[src/design/aisr_defs.svh]
/*
 Register offsets, field positions, reset values and timing figures
 of the sampling-interval and shutdown-cause register slice.
 Assumes a 10 MHz system clock.
*/
`ifndef AISR_DEFS_SVH
`define AISR_DEFS_SVH
`define AISR_OFS_CELL     8'h3e
`define AISR_OFS_AUX      8'h3f
`define AISR_OFS_TEST     8'h43
`define AISR_OFS_SHDN     8'h50
`define AISR_OFS_CTRL     8'h0c
`define AISR_OFS_PDLIM    8'h0d
`define AISR_OFS_COMMCNT  8'h29
`define AISR_RST_CELL     8'h00
`define AISR_RST_AUX      32'h0000_0000
`define AISR_RST_TEST     16'h0900
`define AISR_RST_PDLIM    24'h00_0000
`define AISR_CTRL_PD      0
`define AISR_CTRL_CLR     1
`define AISR_SH_CTRL      7
`define AISR_SH_DIGT      6
`define AISR_SH_AON       5
`define AISR_SH_ANA       4
`define AISR_SH_NPN       1
`define AISR_SH_ATHM      0
`define AISR_SH_RSVD_MASK 8'hf3
`define AISR_CLK_HZ       10000000
`define AISR_CLK_NS       100
`define AISR_TICK_HZ      4000
`define AISR_PER0_NS      4130
`define AISR_PER1_NS      5960
`define AISR_PER2_NS      8020
`define AISR_PER3_NS      10000
`define AISR_PER4_NS      12600
`define AISR_PER5_NS      14900
`define AISR_PER6_NS      17400
`define AISR_PER7_NS      19900
`define AISR_PER8_NS      24900
`define AISR_PER9_NS      30000
`define AISR_PERA_NS      40100
`define AISR_PERB_NS      60000
`define AISR_PERC_NS      100000
`define AISR_PERD_NS      200000
`define AISR_PERE_NS      500000
`define AISR_PERF_NS      1000000
`endif

[src/design/aisr_pkg.sv]
/*
 Types of the sampling-interval and shutdown-cause register slice.
 Assumes aisr_defs.svh for all figures.
*/
`default_nettype none
package aisr_pkg;
    typedef struct packed {
        logic [7:0]  addr;
        logic [31:0] wdata;
        logic        wr;
        logic        rd;
    } aisr_bus_req_t;
    typedef struct packed {
        logic       start;
        logic [3:0] chan;
    } aisr_conv_req_t;
    typedef enum logic [3:0] {
        AISR_CH_CELL, AISR_CH_DIE, AISR_CH_AUX0, AISR_CH_AUX1, AISR_CH_AUX2,
        AISR_CH_AUX3, AISR_CH_AUX4, AISR_CH_AUX5, AISR_CH_AUX6, AISR_CH_AUX7,
        AISR_CH_MOD, AISR_CH_REF, AISR_CH_NEG
    } aisr_chan_t;
    typedef enum logic {AISR_IDLE, AISR_COUNT} aisr_state_t;
endpackage : aisr_pkg
`default_nettype wire

[src/design/aisr_regs.sv]
/*
 Sampling-interval registers, shared interval timer, comm power-down
 timeout and shutdown-cause status of a battery monitor.
 Assumes a plain register port on clk, cause inputs from the analog
 die and pins (asynchronous), conversion starts from the sequencer.
*/
`timescale 1ns/1ps
`default_nettype none
`include "aisr_defs.svh"
module aisr_regs
    import aisr_pkg::*;
#(
    parameter int unsigned PER_E_CYC = `AISR_PERE_NS / `AISR_CLK_NS,
    parameter int unsigned PER_F_CYC = `AISR_PERF_NS / `AISR_CLK_NS
) (
    // Clock and reset
    input  wire logic           clk,
    input  wire logic           rst_n,
    // Register port
    input  wire aisr_bus_req_t  bus_req,
    output logic [31:0]         rd_data,
    // Sequencer side
    input  wire aisr_conv_req_t conv_req,
    input  wire logic           comm_activity,
    output logic                smp_busy,
    output logic                smp_strobe,
    output logic                pd_request,
    // Shutdown cause inputs, asynchronous
    input  wire logic           digital_thermal_in,
    input  wire logic           io_supply_low_in,
    input  wire logic           aon_por_in,
    input  wire logic           analog_request_in,
    input  wire logic           regulator_timeout_in,
    input  wire logic           analog_thermal_in
);
    localparam int unsigned TICK_DIV = `AISR_CLK_HZ / `AISR_TICK_HZ;

    logic [7:0]  cell_r;
    logic [31:0] aux_r;
    logic [15:0] test_r;
    logic [23:0] pdlim_r;
    logic [23:0] comm_cnt_r;
    logic [11:0] div_r;
    logic        tick_r;
    logic [7:0]  shdn_r;
    logic [5:0]  s1_r, s2_r, s3_r, lvl_r;
    logic        timeout_r;
    aisr_state_t state_r;
    logic [13:0] cnt_r;
    logic [3:0]  code_r;

    wire logic ctrl_wr = bus_req.wr && bus_req.addr == `AISR_OFS_CTRL;
    wire logic pd_wr   = ctrl_wr && bus_req.wdata[`AISR_CTRL_PD];
    wire logic clr_wr  = ctrl_wr && bus_req.wdata[`AISR_CTRL_CLR];

    function automatic logic [13:0] period_cyc(input logic [3:0] code);
        case (code)
            4'h0: period_cyc = 14'(`AISR_PER0_NS / `AISR_CLK_NS);
            4'h1: period_cyc = 14'(`AISR_PER1_NS / `AISR_CLK_NS);
            4'h2: period_cyc = 14'(`AISR_PER2_NS / `AISR_CLK_NS);
            4'h3: period_cyc = 14'(`AISR_PER3_NS / `AISR_CLK_NS);
            4'h4: period_cyc = 14'(`AISR_PER4_NS / `AISR_CLK_NS);
            4'h5: period_cyc = 14'(`AISR_PER5_NS / `AISR_CLK_NS);
            4'h6: period_cyc = 14'(`AISR_PER6_NS / `AISR_CLK_NS);
            4'h7: period_cyc = 14'(`AISR_PER7_NS / `AISR_CLK_NS);
            4'h8: period_cyc = 14'(`AISR_PER8_NS / `AISR_CLK_NS);
            4'h9: period_cyc = 14'(`AISR_PER9_NS / `AISR_CLK_NS);
            4'ha: period_cyc = 14'(`AISR_PERA_NS / `AISR_CLK_NS);
            4'hb: period_cyc = 14'(`AISR_PERB_NS / `AISR_CLK_NS);
            4'hc: period_cyc = 14'(`AISR_PERC_NS / `AISR_CLK_NS);
            4'hd: period_cyc = 14'(`AISR_PERD_NS / `AISR_CLK_NS);
            4'he: period_cyc = 14'(PER_E_CYC);
            default: period_cyc = 14'(PER_F_CYC);
        endcase
    endfunction : period_cyc

    function automatic logic [3:0] chan_code(input logic [3:0] ch);
        case (ch)
            AISR_CH_CELL: chan_code = cell_r[7:4];
            AISR_CH_DIE:  chan_code = cell_r[3:0];
            AISR_CH_MOD:  chan_code = test_r[15:12];
            AISR_CH_REF:  chan_code = test_r[7:4];
            AISR_CH_NEG:  chan_code = test_r[3:0];
            default:      chan_code = aux_r[5'(31 - 4 * (ch - 4'h2)) -: 4];
        endcase
    endfunction : chan_code

    // Software registers
    always_ff @(posedge clk or negedge rst_n) begin
        if (!rst_n) begin
            cell_r  <= `AISR_RST_CELL;
            aux_r   <= `AISR_RST_AUX;
            test_r  <= `AISR_RST_TEST;
            pdlim_r <= `AISR_RST_PDLIM;
        end else if (bus_req.wr) begin
            if (bus_req.addr == `AISR_OFS_CELL) begin
                cell_r <= bus_req.wdata[7:0];
            end else if (bus_req.addr == `AISR_OFS_AUX) begin
                aux_r <= bus_req.wdata;
            end else if (bus_req.addr == `AISR_OFS_TEST) begin
                // Reserved nibble stored as written; software keeps it 1001
                test_r <= bus_req.wdata[15:0];
            end else if (bus_req.addr == `AISR_OFS_PDLIM) begin
                pdlim_r <= bus_req.wdata[23:0];
            end
        end
    end

    // Read data, one cycle after the strobe
    always_ff @(posedge clk or negedge rst_n) begin
        if (!rst_n) begin
            rd_data <= 32'h0000_0000;
        end else if (bus_req.rd) begin
            if (bus_req.addr == `AISR_OFS_CELL) begin
                rd_data <= {24'h00_0000, cell_r};
            end else if (bus_req.addr == `AISR_OFS_AUX) begin
                rd_data <= aux_r;
            end else if (bus_req.addr == `AISR_OFS_TEST) begin
                rd_data <= {16'h0000, test_r};
            end else if (bus_req.addr == `AISR_OFS_SHDN) begin
                rd_data <= {24'h00_0000, shdn_r & `AISR_SH_RSVD_MASK};
            end else if (bus_req.addr == `AISR_OFS_PDLIM) begin
                rd_data <= {8'h00, pdlim_r};
            end else if (bus_req.addr == `AISR_OFS_COMMCNT) begin
                rd_data <= {8'h00, comm_cnt_r};
            end else begin
                rd_data <= 32'h0000_0000;
            end
        end else begin
            rd_data <= 32'h0000_0000;
        end
    end

    // 4 kHz tick enable
    always_ff @(posedge clk or negedge rst_n) begin
        if (!rst_n) begin
            div_r  <= 12'h000;
            tick_r <= 1'b0;
        end else if (div_r == 12'(TICK_DIV - 1)) begin
            div_r  <= 12'h000;
            tick_r <= 1'b1;
        end else begin
            div_r  <= div_r + 12'h001;
            tick_r <= 1'b0;
        end
    end

    // Comm timeout counter; a zero limit disables the power-down timeout
    always_ff @(posedge clk or negedge rst_n) begin
        if (!rst_n) begin
            comm_cnt_r <= 24'h00_0000;
            timeout_r  <= 1'b0;
        end else begin
            timeout_r <= tick_r && pdlim_r != 24'h00_0000
                         && comm_cnt_r + 24'h00_0001 == pdlim_r;
            if (bus_req.wr && bus_req.addr == `AISR_OFS_COMMCNT) begin
                comm_cnt_r <= bus_req.wdata[23:0];
            end else if (comm_activity) begin
                comm_cnt_r <= 24'h00_0000;
            end else if (tick_r) begin
                comm_cnt_r <= comm_cnt_r + 24'h00_0001;
            end
        end
    end

    always_ff @(posedge clk or negedge rst_n) begin
        if (!rst_n) begin
            pd_request <= 1'b0;
        end else begin
            pd_request <= pd_wr || timeout_r;
        end
    end

    // Three-stage sync; a level counts once stages two and three agree
    always_ff @(posedge clk or negedge rst_n) begin
        if (!rst_n) begin
            s1_r  <= 6'h00;
            s2_r  <= 6'h00;
            s3_r  <= 6'h00;
            lvl_r <= 6'h00;
        end else begin
            s1_r <= {digital_thermal_in, io_supply_low_in, aon_por_in,
                     analog_request_in, regulator_timeout_in, analog_thermal_in};
            s2_r <= s1_r;
            s3_r <= s2_r;
            lvl_r <= (s2_r & s3_r) | (lvl_r & (s2_r | s3_r));
        end
    end

    // Sticky causes: only rst_n (power-on) or a clear write drops them; set wins
    always_ff @(posedge clk or negedge rst_n) begin
        if (!rst_n) begin
            shdn_r <= 8'h00;
        end else begin
            shdn_r <= (clr_wr ? 8'h00 : shdn_r) | {
                pd_request,
                lvl_r[5] | lvl_r[4],
                lvl_r[3],
                lvl_r[2],
                2'b00,
                lvl_r[1],
                lvl_r[0]};
        end
    end

    // Sampling interval timer
    always_ff @(posedge clk or negedge rst_n) begin
        if (!rst_n) begin
            state_r    <= AISR_IDLE;
            cnt_r      <= 14'h0000;
            code_r     <= 4'h0;
            smp_busy   <= 1'b0;
            smp_strobe <= 1'b0;
        end else begin
            smp_strobe <= 1'b0;
            case (state_r)
                AISR_IDLE: begin
                    if (conv_req.start) begin
                        code_r   <= chan_code(conv_req.chan);
                        cnt_r    <= period_cyc(chan_code(conv_req.chan)) - 14'h0001;
                        state_r  <= AISR_COUNT;
                        smp_busy <= 1'b1;
                    end
                end
                AISR_COUNT: begin
                    if (cnt_r == 14'h0001) begin
                        smp_strobe <= 1'b1;
                        smp_busy   <= 1'b0;
                        state_r    <= AISR_IDLE;
                    end else begin
                        cnt_r <= cnt_r - 14'h0001;
                    end
                end
                default: state_r <= AISR_IDLE;
            endcase
        end
    end

    // Helper: cycles since the accepted start
    logic [13:0] elapsed_r;
    always_ff @(posedge clk or negedge rst_n) begin
        if (!rst_n) begin
            elapsed_r <= 14'h0000;
        end else if (state_r == AISR_IDLE) begin
            elapsed_r <= 14'h0000;
        end else begin
            elapsed_r <= elapsed_r + 14'h0001;
        end
    end
    wire logic acc = conv_req.start && state_r == AISR_IDLE;
endmodule : aisr_regs
`default_nettype wire

[config.mk]
export PLATFORM = sky130hd
export DESIGN_NAME = aisr_regs
export DESIGN_NICKNAME = d
export VERILOG_FILES = /design/src/design/aisr_pkg.sv /design/src/design/aisr_regs.sv
export VERILOG_INCLUDE_DIRS = /design/src /design/src/design
export SDC_FILE = /design/constraint.sdc
export NUM_CORES = 1
export LEC_CHECK = 0
export ABC_AREA = 1
export BUFFER_PORTS_ARGS = -buffer_cell sky130_fd_sc_hd__buf_2
export CAP_MARGIN = 20
export CORE_ASPECT_RATIO = 2
export CORE_UTILIZATION = 47
export CTS_CLUSTER_SIZE = 8
export DETAILED_ROUTE_END_ITERATION = 8
export PLACE_DENSITY_LB_ADDON = 0.3
export REMOVE_ABC_BUFFERS = 1
export SLEW_MARGIN = 10
export SYNTH_ARGS = -nofsm -noshare
export SYNTH_HDL_FRONTEND = slang
export SYNTH_SLANG_ARGS = --single-unit
[constraint.sdc]
create_clock -name clk -period 2 [get_ports clk]
set_input_delay 0.2 -clock clk [delete_from_list [all_inputs] [get_ports clk]]
set_output_delay 0.2 -clock clk [all_outputs]
set_load 0.1 [all_outputs]
==> metrics.md <==
| Metric | Value |
|---|---|
| Status | `finished with violations` |
| Slew @ Worst Pin | `0.506 ns` |
| Seq/Total Area, Yosys | `0.468` |
| Fin crit share | `1.15` |
| H-Tree Depth | `4` |
| Starting Density | `0.480` |
| Via count | `10.1k` |
| Synth Cell Area | `0.0106 mm²` |
| Failing checks | `negative setup slack` |
| DR vias/cell | `5.35` |
| Storage element area | `0.00496 mm²` |
| Max-cap viol count | `0` |
| RSZ-0062 raised after global routing | `true` |
| Fillers | `1923` |
| CP dominant cell by count | `nor2_1` |
| CTS Buffer Depth | `2` |
| WP data required | `2.39 ns` |
| Final nets | `1674` |
| Crit-path cells | `buf_6 -> nand2_4 -> nor2_4 -> nand3_4 -> nor3_4 -> buf_4 -> nand4_1 -> xor2_1 -> nor2_1 -> nor2_1 -> nand4_1 -> nor2_1 -> buf_4` |
| Worst clock skew | `0.00983 ns` |
| Clk Tree Root Cell | `clkbuf_16` |
| Ys async rst share | `1.00` |
| DR iter-0 viols | `627` |
| Cell family contributing the most delay on the critical path | `simple AND/OR/NAND/NOR gates` |
| I/O Pins | `91` |
| Setup TNS | `-1.24 ns` |
| Largest fanout on the critical path | `3` |
| Slew HR | `0.660` |
| Die span in y | `214 µm` |
| Synth Area per Inst | `7.98 µm²` |
| Final HPWL DP | `25400 µm` |
| Placed insts | `1828` |
| Final WS setup | `-0.302 ns` |
| Share of layout cells above drive strength 1 | `0.290` |
| Slew Limit Fails | `0` |
| Area growth, synth to finish | `31.3%` |
| Die Area | `0.0232 mm²` |
| Antenna violations before repair | `0` |
| Vias in the first global route | `10.3k` |
| Slowest stage cell on the critical path | `dfrtp_1` |
| Antenna cells | `0` |
| DR WL/cell | `17.5 µm` |
| Number of port buffers | `90` |
| Cells after synthesis | `1327` |
| Core Area | `0.0221 mm²` |
| Yosys Warn Count | `0` |
| Clock period minus worst slack | `2.30 ns` |
| Final non-filler cell total | `1895` |
| First-pass GRT wire length | `51500 µm` |
| GP Congestion | `0.949` |
| Fmax | `0.434 GHz` |
| Power Density | `685 mW/mm²` |
| Hold Vio Cnt, Final | `0` |
| Final Setup Violations | `9` |
| Most common cell after layout, fill and taps aside | `nand2_1` |
| Worst Path Class, Setup | `reg -> reg` |
| Die Span X | `108 µm` |
| Bufs and invs on worst path | `3` |
| Number of distinct library cells after synthesis | `51` |
| Total Routing Usage GR | `0.298` |
| Largest net degree at the start of global routing | `72` |
| Nature of the critical path endpoint | `register` |
| R2r setup slk | `-0.30 ns` |
| Number of synthesized flops with an enable pin | `0` |
| Drc violations | `0` |
| Multi-input logic area | `0.00518 mm²` |
| P_leak | `7.00 nW` |
| Startpoint Class | `register` |
| DRT antenna net count | `0` |
| Leftover overflow at the end of global routing | `0` |
| Most common flop cell mapped by yosys | `dfrtp_1` |
| Crit path largest cell delay | `0.39 ns` |
| Post-layout util | `0.630` |
| Hold WS | `0.0153 ns` |
| Site Rows | `77` |
| Critical Path AT | `2.69 ns` |
| Drt pass-1 iters | `7` |
| CTS tree | `yes` |
| Most frequent cells in the layout | `314 x nand2_1, 195 x dfrtp_1, 182 x buf_4, 151 x inv_1, 104 x o21ai_0` |
| VDD IR-drop max | `643 µV` |
| Hold/Removal Path Class | `in -> reg` |
| CTS buffer count | `17` |
| Routed wire length | `33100 µm` |
| Clk sinks | `198` |
| CTS clk-pin slew, worst paths | `0.07 ns` |
| Yosys reg bits | `198` |
| Worst skew pair latency | `0.46 ns` |
final timing paths:
kind	from	endpoint	cells after the start
max reg2reg	comm_cnt_r[1]$_DFFE_PN0P_	timeout_r$_DFF_PN0_	13
min reg2reg	s1_r[5]$_DFF_PN0_	s2_r[5]$_DFF_PN0_	0
max in group asynchronous	rst_n	pdlim_r[21]$_DFFE_PN0P_	3
min in group asynchronous	rst_n	s2_r[1]$_DFF_PN0_	2
max	comm_cnt_r[1]$_DFFE_PN0P_	timeout_r$_DFF_PN0_	13
min	bus_req[23]	comm_cnt_r[21]$_DFFE_PN0P_	3
metrics by stage:
stage               power [mW]  instance area, µm²  setup WS [ns]
CTS                       9.44               13500         -0.222
global route              9.97               13900         -0.398
floorplan                 5.27               10400         -0.437
detailed placement        6.08               12600         -0.437
finish                    9.53               13900         -0.302
global placement          6.04               12600         -0.407
report_power, final:
group          switching [mW]  internal, mW  total [mW]
Clock                    1.60          1.67        3.27
Combinational            1.04         0.803        1.84
Sequential              0.196          4.22        4.42
repair_timing:
| item | in CTS | in global routing |
|---|---|---|
| setup endpoints to repair | 13 | 25 |
| setup buffers | 6 | 18 |
| pin swaps | 23 | 46 |
| hold endpoints to repair | 210 | 0 |
| resized for setup | 43 | 84 |
| hold buffers | 15 | 0 |
cells by family (layout without fill, tap and decap cells):
logic type	count (synthesis)	after routing	share of synthesized area
flops	198	198	0.468
fa+ha+maj	17	17	0.0187
compound gates	235	235	0.131
mux	8	8	0.00850
simple gates	625	625	0.266
xor+xnor	29	29	0.0253
buf+inv	215	507	0.0835
routing by layer:
| layer | GRT usage | share of wire | vias to the layer above |
|---|---|---|---|
| met5 | 0 | 0 | - |
| met4 | 0.230 | 0.082 | 0 |
| met3 | 0.0368 | 0.034 | 140 |
| met2 | 0.550 | 0.54 | 302 |
| met1 | 0.288 | 0.34 | 4793 |
| li1 | - | - | 4909 |
synthesized netlist by cell type (2+ instances only):
cell type	number	area share
nand3b_1	4	0.0028
nand2_1	337	0.12
nor3_1	16	0.0076
nor4_1	2	0.0012
mux2_2	8	0.0085
o211ai_1	3	0.0021
dfrtp_1	196	0.46
nor2_2	9	0.0053
maj3_1	6	0.0057
a221oi_1	9	0.0074
buf_6	5	0.0053
o22ai_1	25	0.015
o21ai_0	115	0.054
a31oi_1	17	0.010
o211a_1	4	0.0038
o221ai_1	8	0.0066
inv_2	13	0.0046
a21oi_1	27	0.013
inv_1	158	0.056
nand2_4	7	0.0074
buf_2	9	0.0043
nor2_1	117	0.041
nand4_1	29	0.017
o21ai_1	4	0.0019
xor2_1	27	0.022
or2_2	3	0.0018
o21bai_1	6	0.0043
buf_4	3	0.0021
nor3_2	5	0.0047
a22oi_1	3	0.0021
nor2_4	7	0.0074
a211oi_1	7	0.0050
a2bb2oi_1	3	0.0025
clkbuf_1	24	0.0085
nand3_1	70	0.033
o31ai_1	2	0.0014
nand3_2	5	0.0047
dfstp_2	2	0.0050
nand2_2	10	0.0059
ha_1	11	0.013
flip-flops by register name, summed over array words and instances, names as in the netlist:
signal / count
aux_r: 32
rd_data: 32
comm_cnt_r: 24
pdlim_r: 24
test_r: 16
cnt_r: 14
div_r: 12
cell_r: 8
lvl_r: 6
s1_r: 6
s2_r: 6
s3_r: 6
shdn_r: 6
pd_request: 1
smp_busy: 1
smp_strobe: 1
state_r: 1
tick_r: 1
timeout_r: 1
worst reg2reg max path, stage by stage (launching register included):
cell and delay [ns]:
dfrtp_1 0.39, buf_6 0.13, nand2_4 0.06, nor2_4 0.16, nand3_4 0.11, nor3_4 0.26, buf_4 0.15, nand4_1 0.16
xor2_1 0.25, nor2_1 0.06, nor2_1 0.13, nand4_1 0.11, nor2_1 0.11, buf_4 0.16
cell type report:
type                    count  share of cell area
repair buffers            303               0.159
clock inverters            12             0.00693
flip-flops and latches    198               0.357
clock buffers              19              0.0326
well taps                 276              0.0248
inverters                 173              0.0471
multi-input cells         914               0.373
Power figures use the tool's default switching activity.
